`config.mk`:
```
export PLATFORM = sky130hd
export DESIGN_NAME = cmpd_top
export DESIGN_NICKNAME = d
export VERILOG_FILES = /design/src/hw/cmpd_sync2.v /design/src/hw/cmpd_top.v
export VERILOG_INCLUDE_DIRS = /design/src /design/src/hw
export SDC_FILE = /design/constraint.sdc
export NUM_CORES = 1
export LEC_CHECK = 0
export ABC_AREA = 0
export BUFFER_PORTS_ARGS = -buffer_cell sky130_fd_sc_hd__buf_4
export CORE_ASPECT_RATIO = 0.6
export CORE_MARGIN = 5
export CORE_UTILIZATION = 45
export CTS_BUF_LIST = sky130_fd_sc_hd__clkbuf_8
export DETAILED_ROUTE_END_ITERATION = 8
export PLACE_DENSITY = 0.83
export RECOVER_POWER = 25
export SYNTH_ARGS = -nofsm -noshare
export SYNTH_HDL_FRONTEND = slang
export SYNTH_SLANG_ARGS = --single-unit
```
`constraint.sdc`:
```
create_clock -name core_clk_i -period 1.67 [get_ports core_clk_i]
set_input_delay 0.2505 -clock core_clk_i [delete_from_list [all_inputs] [get_ports core_clk_i]]
set_output_delay 0.2505 -clock core_clk_i [all_outputs]
set_load 0.01 [all_outputs]
```
`src/hw/cmpd_defines.vh`:
```
// constants for the comparator event and debounce block
`ifndef CMPD_DEFINES_VH
`define CMPD_DEFINES_VH

// register indices as printed and as chosen, byte address is four times
`define CMPD_IDX_CTRL        12'h097
`define CMPD_IDX_INT_EN      12'h0A8
`define CMPD_IDX_IRQ_STAT    12'h0A9
`define CMPD_IDX_IRQ_MASK    12'h0AA
`define CMPD_ADDR_W          12

// control/status field positions
`define CMPD_SEL_LSB         0
`define CMPD_SEL_MSB         2
`define CMPD_BIT_ON          3
`define CMPD_BIT_FLAG        4
`define CMPD_BIT_IDLE_RUN    5
`define CMPD_BIT_INT_EN_CMP  6

// reset values
`define CMPD_RST_CTRL        8'h00
`define CMPD_RST_INT_EN      8'h00
`define CMPD_RST_SEL         3'h0
`define CMPD_RST_IRQ         2'h0

// event select codes
`define CMPD_SEL_LOW         3'h0
`define CMPD_SEL_RISE        3'h1
`define CMPD_SEL_DB_TOG      3'h2
`define CMPD_SEL_DB_RISE     3'h3
`define CMPD_SEL_FALL        3'h4
`define CMPD_SEL_TOG         3'h5
`define CMPD_SEL_DB_FALL     3'h6
`define CMPD_SEL_HIGH        3'h7

// timer overflows to wait before the debounce resample
`define CMPD_DB_OVF_COUNT    2'h2

// interrupt status bit positions
`define CMPD_IRQ_MATCH       0
`define CMPD_IRQ_REJECT      1

// bus responses
`define CMPD_RESP_OKAY       2'h0
`define CMPD_RESP_DECERR     2'h3

`endif

```
`src/hw/cmpd_sync2.v`:
```
// two flip-flop synchroniser for one asynchronous level
`timescale 1ns/1ps
module cmpd_sync2 (
    // clock and reset
    input  wire core_clk_i,
    input  wire resetn_i,
    // asynchronous level in, synchronised level out
    input  wire async_i,
    output wire sync_o
);
    reg meta_r;  // first stage, read only by the second
    reg sync_r;  // second stage

    // two stage capture
    always @(posedge core_clk_i or negedge resetn_i) begin
        if (!resetn_i) begin
            meta_r <= 1'b0;
            sync_r <= 1'b0;
        end else begin
            meta_r <= async_i;
            sync_r <= meta_r;
        end
    end

    assign sync_o = sync_r;
endmodule // cmpd_sync2

```
`src/hw/cmpd_top.v`:
```
// comparator event detection, debounce, control register and bus slave
//
// Summary of operation
// output high only when positive exceeds negative
// sample comparator output every clock, check condition
// three debounced modes timed by timer overflows
// debounce resamples after two timer overflows
// matching resample sets flag, mismatch discards
// ignore transitions while debounce wait runs
// event_select bits 2:0 pick the mode
// flag bit 4 set by hardware, software clears
// request raised only while enable bit 6 set
// comparator_on clear forces output low, blocks events
// run_in_idle keeps comparator working in idle
// idle event with interrupt enabled wakes processor
// power-down always disables comparator and events
// control register resets to zero, top bits undefined
`timescale 1ns/1ps
`include "cmpd_defines.vh"
module cmpd_top (
    // clock and reset
    input  wire        core_clk_i,
    input  wire        resetn_i,
    // analog comparator and system status
    input  wire        cmp_raw_i,
    input  wire        t1_ovf_i,
    input  wire        idle_i,
    input  wire        power_down_i,
    // axi4-lite write address
    input  wire [11:0] s_axi_awaddr_i,
    input  wire        s_axi_awvalid_i,
    output wire        s_axi_awready_o,
    // axi4-lite write data
    input  wire [31:0] s_axi_wdata_i,
    input  wire [3:0]  s_axi_wstrb_i,
    input  wire        s_axi_wvalid_i,
    output wire        s_axi_wready_o,
    // axi4-lite write response
    output wire [1:0]  s_axi_bresp_o,
    output wire        s_axi_bvalid_o,
    input  wire        s_axi_bready_i,
    // axi4-lite read address
    input  wire [11:0] s_axi_araddr_i,
    input  wire        s_axi_arvalid_i,
    output wire        s_axi_arready_o,
    // axi4-lite read data
    output wire [31:0] s_axi_rdata_o,
    output wire [1:0]  s_axi_rresp_o,
    output wire        s_axi_rvalid_o,
    input  wire        s_axi_rready_i,
    // results
    output wire        comp_out_o,
    output wire        cmp_req_o,
    output wire        wake_o,
    output wire        irq_o
);
    localparam ST_SCAN = 1'b0;  // looking for a qualifying transition
    localparam ST_WAIT = 1'b1;  // debounce wait in progress

    // register index from a byte address, 3'h4 means unmapped
    function [2:0] reg_sel;
        input [11:0] addr;
        begin
            if (addr[1:0] != 2'h0)
                reg_sel = 3'h4;
            else if (addr[11:2] == `CMPD_IDX_CTRL)
                reg_sel = 3'h0;
            else if (addr[11:2] == `CMPD_IDX_INT_EN)
                reg_sel = 3'h1;
            else if (addr[11:2] == `CMPD_IDX_IRQ_STAT)
                reg_sel = 3'h2;
            else if (addr[11:2] == `CMPD_IDX_IRQ_MASK)
                reg_sel = 3'h3;
            else
                reg_sel = 3'h4;
        end
    endfunction

    // software state
    reg  [2:0]  sel_r;        // event_select
    reg         on_r;         // comparator_on
    reg         flag_r;       // match_event_flag
    reg         idle_run_r;   // run_in_idle
    reg         int_en_r;     // comparator bit of interrupt enable
    reg  [1:0]  irq_stat_r;   // sticky status
    reg  [1:0]  irq_mask_r;   // status mask
    // bus state
    reg         awready_r;    // write address slot free
    reg         wready_r;     // write data slot free
    reg         aw_hold_r;    // address captured
    reg         w_hold_r;     // data captured
    reg  [11:0] aw_addr_r;    // captured write address
    reg  [7:0]  w_data_r;     // captured low byte
    reg         w_be0_r;      // low byte strobe
    reg         bvalid_r;     // write response pending
    reg  [1:0]  bresp_r;      // write response code
    reg         arready_r;    // read address slot free
    reg         rvalid_r;     // read data pending
    reg  [31:0] rdata_r;      // read data
    reg  [1:0]  rresp_r;      // read response code
    // event state
    reg         comp_r;       // gated comparator output
    reg         prev_r;       // previous gated sample
    reg         st_r;         // debounce state
    reg         expect_r;     // level expected after the transition
    reg  [1:0]  ovf_cnt_r;    // timer overflows seen
    reg         req_r;        // interrupt request
    reg         wake_r;       // wake from idle
    reg         irq_r;        // masked interrupt
    // next values
    reg         st_nxt;
    reg         expect_nxt;
    reg  [1:0]  ovf_cnt_nxt;
    reg         set_evt;      // flag set this cycle
    reg         rej_evt;      // debounce discard this cycle
    reg  [31:0] rd_mux;       // read data selection

    wire        cmp_sync;     // synchronised analog result
    wire        active;       // comparator powered and enabled
    wire        rise;         // rising transition
    wire        fall;         // falling transition
    wire        wr_go;        // both halves of a write present
    wire [2:0]  wr_sel;       // write target
    wire [2:0]  rd_sel;       // read target
    wire        ar_take;      // read address handshake

    // analog result arrives asynchronously
    cmpd_sync2 u_sync (
        .core_clk_i (core_clk_i),
        .resetn_i   (resetn_i),
        .async_i    (cmp_raw_i),
        .sync_o     (cmp_sync)
    );

    // enabled, not powered down, and awake or allowed in idle
    assign active = on_r & ~power_down_i &
                    (~idle_i | idle_run_r);
    assign rise   = comp_r & ~prev_r;
    assign fall   = ~comp_r & prev_r;
    assign wr_go  = aw_hold_r & w_hold_r & ~bvalid_r;
    assign wr_sel = reg_sel(aw_addr_r);
    assign rd_sel = reg_sel(s_axi_araddr_i);
    assign ar_take = s_axi_arvalid_i & arready_r;

    // sample comparator each clock, forced low when inactive
    always @(posedge core_clk_i or negedge resetn_i) begin
        if (!resetn_i) begin
            comp_r <= 1'b0;
            prev_r <= 1'b0;
        end else begin
            comp_r <= active & cmp_sync;
            prev_r <= comp_r;
        end
    end

    // event detection and debounce sequencing
    always @* begin
        st_nxt      = st_r;
        expect_nxt  = expect_r;
        ovf_cnt_nxt = ovf_cnt_r;
        set_evt     = 1'b0;
        rej_evt     = 1'b0;
        if (!active) begin
            st_nxt      = ST_SCAN;
            ovf_cnt_nxt = 2'h0;
        end else begin
            case (st_r)
                ST_SCAN: begin
                    case (sel_r)
                        `CMPD_SEL_LOW:  set_evt = ~comp_r;
                        `CMPD_SEL_HIGH: set_evt = comp_r;
                        `CMPD_SEL_RISE: set_evt = rise;
                        `CMPD_SEL_FALL: set_evt = fall;
                        `CMPD_SEL_TOG:  set_evt = rise | fall;
                        `CMPD_SEL_DB_TOG: begin
                            if (rise | fall) begin
                                st_nxt     = ST_WAIT;
                                expect_nxt = comp_r;
                            end
                        end
                        `CMPD_SEL_DB_RISE: begin
                            if (rise) begin
                                st_nxt     = ST_WAIT;
                                expect_nxt = 1'b1;
                            end
                        end
                        `CMPD_SEL_DB_FALL: begin
                            if (fall) begin
                                st_nxt     = ST_WAIT;
                                expect_nxt = 1'b0;
                            end
                        end
                        default: set_evt = 1'b0;
                    endcase
                    ovf_cnt_nxt = 2'h0;
                end
                ST_WAIT: begin
                    // transitions during the wait are not looked at
                    if (ovf_cnt_r == `CMPD_DB_OVF_COUNT) begin
                        st_nxt      = ST_SCAN;
                        ovf_cnt_nxt = 2'h0;
                        set_evt     = (comp_r == expect_r);
                        rej_evt     = (comp_r != expect_r);
                    end else if (t1_ovf_i) begin
                        ovf_cnt_nxt = ovf_cnt_r + 2'h1;
                    end
                end
                default: st_nxt = ST_SCAN;
            endcase
        end
    end

    // debounce state registers
    always @(posedge core_clk_i or negedge resetn_i) begin
        if (!resetn_i) begin
            st_r      <= ST_SCAN;
            expect_r  <= 1'b0;
            ovf_cnt_r <= 2'h0;
        end else begin
            st_r      <= st_nxt;
            expect_r  <= expect_nxt;
            ovf_cnt_r <= ovf_cnt_nxt;
        end
    end

    // control, enable and interrupt registers; hardware set beats clear
    always @(posedge core_clk_i or negedge resetn_i) begin
        if (!resetn_i) begin
            sel_r      <= `CMPD_RST_SEL;
            on_r       <= 1'b0;
            flag_r     <= 1'b0;
            idle_run_r <= 1'b0;
            int_en_r   <= 1'b0;
            irq_stat_r <= `CMPD_RST_IRQ;
            irq_mask_r <= `CMPD_RST_IRQ;
        end else begin
            if (wr_go && w_be0_r && wr_sel == 3'h0) begin
                sel_r      <= w_data_r[`CMPD_SEL_MSB:`CMPD_SEL_LSB];
                on_r       <= w_data_r[`CMPD_BIT_ON];
                idle_run_r <= w_data_r[`CMPD_BIT_IDLE_RUN];
                flag_r     <= w_data_r[`CMPD_BIT_FLAG] | set_evt;
            end else if (set_evt) begin
                flag_r <= 1'b1;
            end
            if (wr_go && w_be0_r && wr_sel == 3'h1)
                int_en_r <= w_data_r[`CMPD_BIT_INT_EN_CMP];
            if (wr_go && w_be0_r && wr_sel == 3'h2)
                irq_stat_r <= (irq_stat_r & ~w_data_r[1:0]) |
                              {rej_evt, set_evt};
            else
                irq_stat_r <= irq_stat_r | {rej_evt, set_evt};
            if (wr_go && w_be0_r && wr_sel == 3'h3)
                irq_mask_r <= w_data_r[1:0];
        end
    end

    // request, wake and interrupt outputs
    always @(posedge core_clk_i or negedge resetn_i) begin
        if (!resetn_i) begin
            req_r  <= 1'b0;
            wake_r <= 1'b0;
            irq_r  <= 1'b0;
        end else begin
            req_r  <= flag_r & int_en_r;
            wake_r <= idle_i & idle_run_r & int_en_r &
                      (flag_r | set_evt);
            irq_r  <= |(irq_stat_r & irq_mask_r);
        end
    end

    // read data selection, upper bits read as zero
    always @* begin
        rd_mux = 32'h0000_0000;
        case (rd_sel)
            3'h0: rd_mux[7:0] = {2'h0, idle_run_r, flag_r, on_r, sel_r};
            3'h1: rd_mux[`CMPD_BIT_INT_EN_CMP] = int_en_r;
            3'h2: rd_mux[1:0] = irq_stat_r;
            3'h3: rd_mux[1:0] = irq_mask_r;
            default: rd_mux = 32'h0000_0000;
        endcase
    end

    // write channel: take address and data in any order, then answer
    always @(posedge core_clk_i or negedge resetn_i) begin
        if (!resetn_i) begin
            awready_r <= 1'b1;
            wready_r  <= 1'b1;
            aw_hold_r <= 1'b0;
            w_hold_r  <= 1'b0;
            aw_addr_r <= 12'h000;
            w_data_r  <= 8'h00;
            w_be0_r   <= 1'b0;
            bvalid_r  <= 1'b0;
            bresp_r   <= `CMPD_RESP_OKAY;
        end else begin
            if (s_axi_awvalid_i && awready_r) begin
                aw_addr_r <= s_axi_awaddr_i;
                aw_hold_r <= 1'b1;
                awready_r <= 1'b0;
            end
            if (s_axi_wvalid_i && wready_r) begin
                w_data_r <= s_axi_wdata_i[7:0];
                w_be0_r  <= s_axi_wstrb_i[0];
                w_hold_r <= 1'b1;
                wready_r <= 1'b0;
            end
            if (wr_go) begin
                aw_hold_r <= 1'b0;
                w_hold_r  <= 1'b0;
                bvalid_r  <= 1'b1;
                bresp_r   <= (wr_sel == 3'h4) ? `CMPD_RESP_DECERR
                                              : `CMPD_RESP_OKAY;
            end
            if (bvalid_r && s_axi_bready_i) begin
                bvalid_r  <= 1'b0;
                awready_r <= 1'b1;
                wready_r  <= 1'b1;
            end
        end
    end

    // read channel: answer one cycle after the address is taken
    always @(posedge core_clk_i or negedge resetn_i) begin
        if (!resetn_i) begin
            arready_r <= 1'b1;
            rvalid_r  <= 1'b0;
            rdata_r   <= 32'h0000_0000;
            rresp_r   <= `CMPD_RESP_OKAY;
        end else begin
            if (ar_take) begin
                arready_r <= 1'b0;
                rvalid_r  <= 1'b1;
                rdata_r   <= rd_mux;
                rresp_r   <= (rd_sel == 3'h4) ? `CMPD_RESP_DECERR
                                              : `CMPD_RESP_OKAY;
            end else if (rvalid_r && s_axi_rready_i) begin
                rvalid_r  <= 1'b0;
                arready_r <= 1'b1;
            end
        end
    end

    // outputs straight from flops
    assign s_axi_awready_o = awready_r;
    assign s_axi_wready_o  = wready_r;
    assign s_axi_bresp_o   = bresp_r;
    assign s_axi_bvalid_o  = bvalid_r;
    assign s_axi_arready_o = arready_r;
    assign s_axi_rdata_o   = rdata_r;
    assign s_axi_rresp_o   = rresp_r;
    assign s_axi_rvalid_o  = rvalid_r;
    assign comp_out_o      = comp_r;
    assign cmp_req_o       = req_r;
    assign wake_o          = wake_r;
    assign irq_o           = irq_r;
endmodule // cmpd_top

```
==> results.toml <==
[power]
static-leakage-power_nw = 1.69
ir_drop_uv = 692
post-layout-total-power_w = 0.00407
power.density_nw_per_um2 = 1130

[drt]
post_drt_wl_per_cell_um = 14.4
drt-total-wl_um = 5910
route.vias.total = 1985
via_per_inst = 4.83
first_iter_violations = 148
route.antenna.remaining_nets = 0
drt_first_pass_iters = 4
post-route-drc-count = 0

[floorplanning]
initial_core_util = 0.462
core.rowCount = 22
die_x_um = 112
floorplan.die_area_sq_um = 7970
design.portCount = 116
vertical_die_dimension_um = 71.2
fp.coreArea_sq_um = 6080

[status]
failed_checks = "setup timing"
status = "finished with violations"

[synth]
ys_ff_latch = 58
yosys.area_share.xor_xnor = 0.00935
synth_area_sq_um = 2810
netlist-cell-type-count = 41
yosys.area_share.adder = 0.00891
synthCells = 242
area_fraction_in_compound_gates_after_synthesis = 0.0699
synth_sequential_area_ratio = 0.518
yosysWarnings = 0
asyncSetResetFlopFracSynth = 1.00
syn_area_per_cell_sq_um = 11.6
post_synth_mux_area_share = 0.137
synth-main-ff-cell = "sky130_fd_sc_hd__dfrtp_1"
synth_edf_count = 0
simple_gate_share_of_the_synthesized_area = 0.164
largest_family_of_logic_cells_by_synthesized_area = "simple AND/OR/NAND/NOR gates"

[layout]
finish.net_count = 395
commonest_cells_after_routing_fill_and_taps_aside = "sky130_fd_sc_hd__buf_4, sky130_fd_sc_hd__dfrtp_1, sky130_fd_sc_hd__conb_1, sky130_fd_sc_hd__mux2_2, sky130_fd_sc_hd__nand2_1"
post_route_cells_drive_above_1_share = 0.401
insertedDiodeCount = 0
layoutNonFillerInstCount = 411
mostFrequentLayoutCell = "sky130_fd_sc_hd__buf_4"
final_design_area_no_fill_sq_um = 3600
nFillCells = 538
syn_to_final_growth_pct = 28.0

[timing]
timing.final.crit_period_ns = 1.71
post-route-worst-setup-slack_ns = -0.0427
fin_skew_ns = 0.00864
final_max_slew_viol_count = 0
max_slew.worst_pin.slew_ns = 0.938
setup_repair_after_global_routing_missed_its_margin = "true"
hold_violations = 0
final-setup-viol-count = 7
totalNegativeSetupSlack_ns = -0.126
worst_slew_margin_rel = 0.374
fmax_ghz = 0.584
period_share = 1.03

[place]
placedCellCount = 390
hpwl_reported_at_the_end_of_detailed_placement_um = 4440
buffer_ports.inserted = 62
placement.cell_area_sq_um = 3350
finalWeightedCongestion = 0.893
placement.setup.worst_slack_ns = -0.0726

[setup_path]
worst-endpoint-required_ns = 1.89
worstPathArrival_ns = 1.93
endpoint_kind = "flip-flop"
worstPathMaxFanout = 3
cp-start-kind = "flip-flop"
setup.worst_path.class = "reg2reg"

[clocking]
cts_htree_levels = 3
number_of_buffers_between_clock_root_and_the_deepest_sink = 2
root_buffer = "sky130_fd_sc_hd__clkbuf_8"
cts.reportedPaths.clkPinSlew_ns = 0.07
cts.sink_count = 58
clk_latency_ns = 0.34
cts_tree = "built"
inserted_clock_buffers = 9

[flow_run]
maxCapViolCount = 0

[worst_hold_path]
hold_class = "in2reg"

[grt]
antenna_violations_before_repair = 0
globalRouteTotalUtil = 0.147
grt.overflow.total = 0
maximum_number_of_pins_on_one_net_before_global_route_repair = 38
vias_in_the_first_global_route = 1817
global_route_wire_length_before_repair_um = 9130
## per-layer routing
layer | share of wire | vias up | track usage
met2 | 0.42 | 74 | 0.193
met4 | 0.010 | 0 | 0.0480
met5 | 0 | - | 0
met3 | 0.086 | 9 | 0.0581
met1 | 0.48 | 938 | 0.217
li1 | - | 964 | -
## repair_timing
action                                 in CTS  in global routing
setup buffers                               1                  2
pin swaps                                   0                  3
hold buffers                                2                  0
gates resized for setup                     1                 11
endpoints found under the hold margin      34                  0
setup endpoints to repair                   9                 10
## final timing paths
kind	start	cells past startpoint	endpoint	slack, ns
max in group asynchronous	resetn_i	2	comp_out_o	0.45
worst min register to register	u_sync.meta_r	0	u_sync.sync_o	0.35
min in group asynchronous	resetn_i	2	w_data_r[0]	0.59
worst min-delay path	s_axi_awvalid_i	2	s_axi_awready_o	0.07
worst max register to register	aw_addr_r[11]	4	irq_mask_r[0]	-0.04
worst max-delay path	aw_addr_r[11]	4	irq_mask_r[0]	-0.04
## worst max-delay path, cell delays in order (launching register included)
cell,delay (ns)
sky130_fd_sc_hd__dfrtp_1,0.40
sky130_fd_sc_hd__nor4b_4,0.38
sky130_fd_sc_hd__nand3_4,0.14
sky130_fd_sc_hd__nor4b_4,0.32
sky130_fd_sc_hd__mux2_1,0.35
## sequential cells by signal (all words and copies together), names as in the netlist, 2 cells and up
register and cells:
irq_stat_r 2, irq_mask_r 2, ovf_cnt_r 2, aw_addr_r 12, w_data_r 7, sel_r 3, s_axi_rdata_o 7
## cells in the mapped netlist (4+ instances only)
| cell type | number | area (sq um) |
|---|---|---|
| sky130_fd_sc_hd__a22o_1 | 5 | 43.8 |
| sky130_fd_sc_hd__dfrtp_1 | 55 | 1380 |
| sky130_fd_sc_hd__nand2_1 | 18 | 67.6 |
| sky130_fd_sc_hd__buf_4 | 28 | 210 |
| sky130_fd_sc_hd__o21ai_0 | 6 | 30.0 |
| sky130_fd_sc_hd__a21oi_1 | 9 | 45.0 |
| sky130_fd_sc_hd__clkbuf_1 | 4 | 15.0 |
| sky130_fd_sc_hd__nor4bb_1 | 4 | 40.0 |
| sky130_fd_sc_hd__mux2_2 | 24 | 270 |
| sky130_fd_sc_hd__nor2b_1 | 4 | 25.0 |
| sky130_fd_sc_hd__mux2_1 | 4 | 45.0 |
| sky130_fd_sc_hd__nor2_1 | 15 | 56.3 |
| sky130_fd_sc_hd__inv_1 | 8 | 30.0 |
| sky130_fd_sc_hd__mux2i_1 | 7 | 70.1 |
| sky130_fd_sc_hd__nand3_1 | 7 | 35.0 |
## kinds of logic (layout without fill, tap and decap cells)
| logic type | Yosys count | in the layout |
|---|---|---|
| flops | 58 | 58 |
| fa+ha+maj | 2 | 2 |
| buf+inv | 40 | 101 |
| compound gates | 30 | 30 |
| simple gates | 73 | 73 |
| mux | 35 | 35 |
| other cells | 1 | 25 |
| xor+xnor | 3 | 3 |
## cell type report
type	instances	area, sq um	area share
Sequential cell	58	1460	0.405
Multi-Input combinational cell	168	1240	0.346
Timing Repair Buffer	77	589	0.164
Clock buffer	10	138	0.0383
Tap cell	84	105	0.0292
Clock inverter	6	33.8	0.00939
Inverter	8	30.0	0.00835
## through the flow
stage / util / hold WS [ns]
after floorplan: - / -0.0451
after global placement: 0.550 / 0.245
after detailed placement: 0.550 / 0.246
after CTS: 0.584 / 0.0496
after global routing: 0.591 / 0.0685
final: 0.591 / 0.0685
## power breakdown
part | total (W) | internal (W) | switching (W)
Clock | 0.00110 | 0.000563 | 0.000533
Combinational | 0.000966 | 0.000552 | 0.000414
Sequential | 0.00201 | 0.00175 | 0.000259
Total | 0.00407 | 0.00286 | 0.00121
No activity file was read; power rests on OpenSTA's default activity.
